===== src/cdc_pkg.sv =====
// package for the clock divider and generator control block
// Overview of operation
// - bits 15 to 13 read as zero and ignore writes.
// - bit 12 puts both generator outputs into high-current drive.
// - each sinc unit runs only while bit 11 and its own enable are one.
// - the signal generator runs only while bit 10 holds one.
// - writing one to bit 9 while idle starts calibration on the selected module.
// - bit 9 reads one while calibration runs and zero otherwise.
// - the two-bit select field picks modules one to four for codes 0-3.
// - the generator clock divides by the four-bit field value plus one.
// - the modulator clock divides by the three-bit field value plus one.
package cdc_pkg;
  // ------------------------------------------------------------
  // register map and field positions
  // ------------------------------------------------------------
  localparam logic [11:0] CDC_CTRL_OFFSET = 12'h000;
  localparam logic [15:0] CDC_CTRL_RESET  = 16'h0000;
  localparam logic [15:0] CDC_CTRL_WMASK  = 16'h1fff;
  localparam int          CDC_HIGH_DRIVE_BIT = 12;
  localparam int          CDC_GFE_BIT        = 11;
  localparam int          CDC_SGE_BIT        = 10;
  localparam int          CDC_PHASE_CAL_START_BUSY_BIT       = 9;
  localparam int          CDC_SEL_LSB        = 7;
  localparam int          CDC_MOD_LSB        = 4;
  localparam int          CDC_SG_LSB         = 0;
  localparam int          CDC_NUM_MODULES    = 4;

  typedef struct packed {
    logic       genHighDrive;
    logic       globalFilterEnable;
    logic       siggenEnable;
    logic [1:0] calChannelSelect;
    logic [2:0] modulatorClockDiv;
    logic [3:0] siggenClockDiv;
  } cdc_ctrl_t;

  typedef enum logic [0:0] {CAL_IDLE, CAL_RUN} cdc_cal_state_t;
endpackage


===== src/cdc_clock_divider_control.sv =====
// clock divider and generator control register block with apb slave
`timescale 1ns/1ps
module cdc_clock_divider_control (
  input  wire logic                               sys_clk,
  input  wire logic                               reset_n,
  input  wire logic                               psel,
  input  wire logic                               penable,
  input  wire logic                               pwrite,
  input  wire logic [11:0]                        paddr,
  input  wire logic [31:0]                        pwdata,
  input  wire logic [3:0]                         pstrb,
  output logic      [31:0]                        prdata,
  output logic                                    pready,
  output logic                                    pslverr,
  input  wire logic [cdc_pkg::CDC_NUM_MODULES-1:0] perModuleSincEnable,
  input  wire logic                               calDone,
  output logic      [cdc_pkg::CDC_NUM_MODULES-1:0] sincRun,
  output logic                                    siggenRun,
  output logic                                    genHighDriveA,
  output logic                                    genHighDriveB,
  output logic                                    calStart,
  output logic      [cdc_pkg::CDC_NUM_MODULES-1:0] calModule,
  output logic                                    modClkTick,
  output logic                                    sgClkTick
);
  import cdc_pkg::*;

  // ------------------------------------------------------------
  // reset release
  // ------------------------------------------------------------
  logic rstMeta;
  logic rstSync;
  always_ff @(posedge sys_clk or negedge reset_n) begin
    if (!reset_n) begin
      rstMeta <= 1'b0;
      rstSync <= 1'b0;
    end else begin
      rstMeta <= 1'b1;
      rstSync <= rstMeta;
    end
  end

  // ------------------------------------------------------------
  // register and calibration state
  // ------------------------------------------------------------
  cdc_ctrl_t      ctrl;
  cdc_ctrl_t      next_ctrl;
  cdc_cal_state_t calState;
  cdc_cal_state_t next_calState;
  logic [31:0]    next_prdata;
  logic           next_pready;
  logic           next_pslverr;
  logic           next_calStart;
  logic [3:0]     next_calModule;
  logic           wrAcc;
  logic           hit;
  logic [15:0]    wval;
  logic [15:0]    rval;

  assign hit   = (paddr == CDC_CTRL_OFFSET);
  assign wrAcc = psel && penable && !pready && pwrite && hit;

  always_comb begin
    next_ctrl      = ctrl;
    next_calState  = calState;
    next_prdata    = 32'h0000_0000;
    next_pready    = 1'b0;
    next_pslverr   = 1'b0;
    next_calStart  = 1'b0;
    next_calModule = calModule;
    wval = 16'h0000;
    // bits 15..13 are never stored and read zero
    rval = {3'b000, ctrl.genHighDrive, ctrl.globalFilterEnable,
            ctrl.siggenEnable, calState == CAL_RUN,
            ctrl.calChannelSelect, ctrl.modulatorClockDiv,
            ctrl.siggenClockDiv};
    // one-wait slave: pready rises in the second access cycle
    if (psel && penable && !pready) begin
      next_pready  = 1'b1;
      next_pslverr = !hit;
      if (!pwrite && hit) begin
        next_prdata = {16'h0000, rval};
      end
    end
    if (wrAcc) begin
      // lanes without a strobe keep what the register holds now
      wval = ({pwdata[15:8] & {8{pstrb[1]}}, pwdata[7:0] & {8{pstrb[0]}}}
              & CDC_CTRL_WMASK)
             | (rval & ~{{8{pstrb[1]}}, {8{pstrb[0]}}});
      if (pstrb[1]) begin
        next_ctrl.genHighDrive       = wval[CDC_HIGH_DRIVE_BIT];
        next_ctrl.globalFilterEnable = wval[CDC_GFE_BIT];
        next_ctrl.siggenEnable       = wval[CDC_SGE_BIT];
        next_ctrl.calChannelSelect[1] = wval[CDC_SEL_LSB+1];
      end
      if (pstrb[0]) begin
        next_ctrl.calChannelSelect[0] = wval[CDC_SEL_LSB];
        next_ctrl.modulatorClockDiv = wval[CDC_MOD_LSB +: 3];
        next_ctrl.siggenClockDiv    = wval[CDC_SG_LSB +: 4];
      end
    end
    unique case (calState)
      CAL_IDLE: begin
        if (wrAcc && pstrb[1] && wval[CDC_PHASE_CAL_START_BUSY_BIT]) begin
          next_calState  = CAL_RUN;
          next_calStart  = 1'b1;
          // one-hot of the select code in force after this write
          next_calModule = 4'b0001 << next_ctrl.calChannelSelect;
        end
      end
      CAL_RUN: begin
        // a start written while busy is ignored
        if (calDone) begin
          next_calState = CAL_IDLE;
        end
      end
    endcase
  end

  always_ff @(posedge sys_clk or negedge rstSync) begin
    if (!rstSync) begin
      // bit 9 is live status, so it has no storage to reset
      ctrl      <= cdc_ctrl_t'({CDC_CTRL_RESET[12:10], CDC_CTRL_RESET[8:0]});
      calState  <= CAL_IDLE;
      prdata    <= 32'h0000_0000;
      pready    <= 1'b0;
      pslverr   <= 1'b0;
      calStart  <= 1'b0;
      calModule <= 4'h0;
    end else begin
      ctrl      <= next_ctrl;
      calState  <= next_calState;
      prdata    <= next_prdata;
      pready    <= next_pready;
      pslverr   <= next_pslverr;
      calStart  <= next_calStart;
      calModule <= next_calModule;
    end
  end

  // ------------------------------------------------------------
  // enables and drive selection
  // ------------------------------------------------------------
  logic [3:0] next_sincRun;
  logic       next_siggenRun;
  logic       next_highDrive;
  genvar gi;
  generate
    for (gi = 0; gi < CDC_NUM_MODULES; gi++) begin : g_sinc
      assign next_sincRun[gi] = ctrl.globalFilterEnable
                                && perModuleSincEnable[gi];
    end
  endgenerate

  always_comb begin
    next_siggenRun = ctrl.siggenEnable;
    next_highDrive = ctrl.genHighDrive;
  end

  always_ff @(posedge sys_clk or negedge rstSync) begin
    if (!rstSync) begin
      sincRun       <= 4'h0;
      siggenRun     <= 1'b0;
      genHighDriveA <= 1'b0;
      genHighDriveB <= 1'b0;
    end else begin
      sincRun       <= next_sincRun;
      siggenRun     <= next_siggenRun;
      genHighDriveA <= next_highDrive;
      genHighDriveB <= next_highDrive;
    end
  end

  // ------------------------------------------------------------
  // clock dividers: tick once every field+1 cycles
  // ------------------------------------------------------------
  logic [2:0] modCnt;
  logic [2:0] next_modCnt;
  logic [3:0] sgCnt;
  logic [3:0] next_sgCnt;
  logic       next_modTick;
  logic       next_sgTick;

  always_comb begin
    next_modTick = (modCnt >= ctrl.modulatorClockDiv);
    next_modCnt  = next_modTick ? 3'h0 : modCnt + 3'h1;
    next_sgTick  = siggenRun && (sgCnt >= ctrl.siggenClockDiv);
    next_sgCnt   = (next_sgTick || !siggenRun) ? 4'h0 : sgCnt + 4'h1;
  end

  always_ff @(posedge sys_clk or negedge rstSync) begin
    if (!rstSync) begin
      modCnt     <= 3'h0;
      sgCnt      <= 4'h0;
      modClkTick <= 1'b0;
      sgClkTick  <= 1'b0;
    end else begin
      modCnt     <= next_modCnt;
      sgCnt      <= next_sgCnt;
      modClkTick <= next_modTick;
      sgClkTick  <= next_sgTick;
    end
  end
endmodule


===== config.mk =====
export PLATFORM = sky130hd
export DESIGN_NAME = cdc_clock_divider_control
export DESIGN_NICKNAME = d
export VERILOG_FILES = /design/src/cdc_pkg.sv /design/src/cdc_clock_divider_control.sv
export SDC_FILE = /design/constraint.sdc
export NUM_CORES = 1
export LEC_CHECK = 0
export BUFFER_PORTS_ARGS = -buffer_cell sky130_fd_sc_hd__clkbuf_2
export CAP_MARGIN = 20
export CORE_MARGIN = 1.5
export CORE_UTILIZATION = 41
export CTS_CLUSTER_SIZE = 30
export DETAILED_ROUTE_END_ITERATION = 16
export PLACE_DENSITY = 0.87
export SYNTH_ARGS = -nofsm -noshare
export SYNTH_HDL_FRONTEND = slang
export SYNTH_SLANG_ARGS = --single-unit
export TNS_END_PERCENT = 5

===== constraint.sdc =====
create_clock -name sys_clk -period 1.65 [get_ports sys_clk]
set_clock_uncertainty 0.05 [all_clocks]
set_input_delay 0.33 -clock sys_clk [delete_from_list [all_inputs] [get_ports sys_clk]]
set_output_delay 0.33 -clock sys_clk [all_outputs]
set_load 0.01 [all_outputs]

==> flow_metrics.env <==
export IMPL_status="finished clean"
export IMPL_whs_ps=63.1
export IMPL_period_share=0.969
export IMPL_cp_end_kind="flip-flop"
export IMPL_ys_ff_latch=50
export IMPL_cts_tree="done"
export IMPL_clk_pin_slew_worst_paths_ps=90
export IMPL_antenna_found_initial=0
export IMPL_clockPowerShare=0.346
export IMPL_wl_per_cell_um=12.0
export IMPL_start_util=0.425
export IMPL_comb_power_share=0.061
export IMPL_critical_path_slowest_cell="dfrtp_1"
export IMPL_slew_viol_final=0
export IMPL_grt_pass1_vias=1384
export IMPL_n_fill_cell=480
export IMPL_post_place_ws_ps=-239
export IMPL_cts_sinks=50
export IMPL_n_antenna_cell=0
export IMPL_cp_buffers_inverters=1
export IMPL_drtAntennaViolNets=0
export IMPL_die_area_um2=5730
export IMPL_p_sw_mw=0.467
export IMPL_final_common_cell="clkbuf_2"
export IMPL_powerDensity_nw_per_um2=772
export IMPL_drt_pass1_iter_count=4
export IMPL_grt_usage=0.147
export IMPL_crit_required_ps=1780
export IMPL_htreeDepth=2
export IMPL_hold_class="flip-flop to async pin"
export IMPL_grt_pass1_wl_mm=6.12
export IMPL_drive_above_1_share=0.430
export IMPL_finalHoldViolCount=0
export IMPL_layout_common_cells="clkbuf_2, dfrtp_1, conb_1"
export IMPL_fin_area_um2=2700
export IMPL_syn_area_um2=2170
export IMPL_grt_overflow_total=0
export IMPL_rsz0062_at_grt="true"
export IMPL_clockBufferDepth=2
export IMPL_syn_inst=168
export IMPL_drc_errors=0
export IMPL_yosys_warnings=0
export IMPL_hpwl_mm=3.00
export IMPL_sw_frac_of_total=0.224
export IMPL_fp_coreArea_um2=5110
export IMPL_wirelength_mm=3.82
export IMPL_routed_via_count=1383
export IMPL_place_area_um2=2580
export IMPL_p_leak_nw=1.45
export IMPL_rows=26
export IMPL_cap_violations=0
export IMPL_die_w_um=75.7
export IMPL_boundaryPins=106
export IMPL_critical_path_class="flip-flop to flip-flop"
export IMPL_finalSetupViolations=0
export IMPL_cts_root_buf="clkbuf_8"
export IMPL_nets=315
export IMPL_area_growth_pct=24.4
export IMPL_cp_max_fo=5
export IMPL_grt_max_degree=42
export IMPL_port_buffers=65
export IMPL_cts_made_buffers=5
export IMPL_p_int_mw=1.62
export IMPL_startpoint_type="flip-flop"
export IMPL_drt_iter0_markers=31
export IMPL_peakVddDrop_v=0.000683
export IMPL_ys_types=28
export IMPL_min_period_ps=1600
export IMPL_fmax_mhz=625
export IMPL_die_h_um=75.7
export IMPL_avgViaCountPerCell=4.34
export IMPL_routabilityCongestion=0.809
export IMPL_setup_ws_ps=50.4
export IMPL_final_instance_count_excl_fill=319
export IMPL_clock_latency_ps=290
export IMPL_seq_area_frac_synth=0.577
export IMPL_place_inst=310
export IMPL_fin_util=0.528
export IMPL_path_delay_family="simple AND/OR/NAND/NOR gates"
export IMPL_critPathArrivalTime_ps=1730
export IMPL_path_cells="and3b_2 -> nand4_1 -> nor2_2 -> buf_4 -> mux2_2"
export IMPL_synth_area_per_cell_um2=12.9
export IMPL_pwr_share_seq=0.593
export IMPL_critPathMaxStageDelay_ps=380
==> metrics by stage <==
| stage | setup TNS (ps) | power, mW |
|---|---|---|
| 6_report | 0 | 2.08 |
| 5_1_grt | -182 | 2.17 |
| 4_1_cts | 0 | 2.11 |
| 3_5_place_dp | -2950 | 1.39 |
| 3_3_place_gp | -2180 | 1.38 |
| 2_1_floorplan | -475 | 1.35 |
==> synthesized netlist by cell type <==
cell type   n  area, µm²
dfrtp_1    50       1250
buf_4      20        150
and2_1     13       81.3
inv_1      13       48.8
mux2_2     12        135
nor2_1     10       37.5
ha_1        9        113
nor3_1      5       25.0
nand2_1     4       15.0
nor4_4      4       85.1
a21o_1      3       22.5
mux2_4      3       45.0
a21oi_1     2       10.0
conb_1      2       7.51
mux2i_1     2       20.0
nand2b_1    2       12.5
nor2b_1     2       12.5
xnor2_1     2       17.5
a31oi_1     1       6.26
and3b_1     1       8.76
clkbuf_1    1       3.75
nand3_1     1       5.00
nand4_1     1       6.26
nand4_4     1       21.3
nor2_2      1       6.26
o211ai_1    1       7.51
o21ai_0     1       5.00
xor2_1      1       8.76
==> routing by layer <==
metal	part of all wire	wire length [µm]	global-route usage	vias to the layer above
met5	0	0	0	-
met4	0.012	45	0.0536	0
met3	0.055	211	0.0489	6
met2	0.55	2090	0.269	44
met1	0.39	1480	0.158	663
li1	-	-	-	670
==> timing repair <==
item | CTS | global route
endpoints found under the hold margin | 2 | 0
setup buffers | 0 | 0
setup endpoints to repair | 8 | 17
gates resized for setup | 1 | 2
hold buffers | 1 | 0
pin swaps | 1 | 0
==> area by class of cell <==
type                    count  area, µm²  share of cell area
well taps                  70       87.6              0.0325
clock buffers               6       82.6              0.0306
multi-input cells         102        787               0.292
inverters                  13       48.8              0.0181
flip-flops and latches     50       1250               0.464
clock inverters             2       12.5             0.00464
repair buffers             76        427               0.158
==> worst paths after layout <==
kind,cells past startpoint,startpoint,slack (ps),to
min reg2reg,0,rstSync$_DFF_PN0_,60,calModule[1]$_DFFE_PN0P_
max reg2reg,5,pready$_DFF_PN0_,50,ctrl[7]$_DFF_PN0_
min,0,rstSync$_DFF_PN0_,60,calModule[1]$_DFFE_PN0P_
min in group sys_clk,2,perModuleSincEnable[0],190,sincRun[0]$_DFF_PN0_
max in group asynchronous,1,rstSync$_DFF_PN0_,1020,prdata[7]$_DFF_PN0_
max,5,pready$_DFF_PN0_,50,ctrl[7]$_DFF_PN0_
==> cells by family after synthesis <==
group	count (synthesis)	synth area share
fa+ha+maj	9	0.0519
xor+xnor	3	0.0121
flops	50	0.577
simple gates	45	0.146
mux	17	0.0923
compound gates	8	0.0237
other cells	2	0.00346
buf+inv	34	0.0935
==> power groups by stage <==
stage	logic [mW]	registers, mW	clock network [mW]
global route	0.145	1.24	0.785
floorplan	0.0740	1.27	0
detailed placement	0.127	1.26	0
finish	0.127	1.24	0.721
CTS	0.129	1.24	0.747
global placement	0.123	1.26	0
Power figures use the tool's default switching activity.
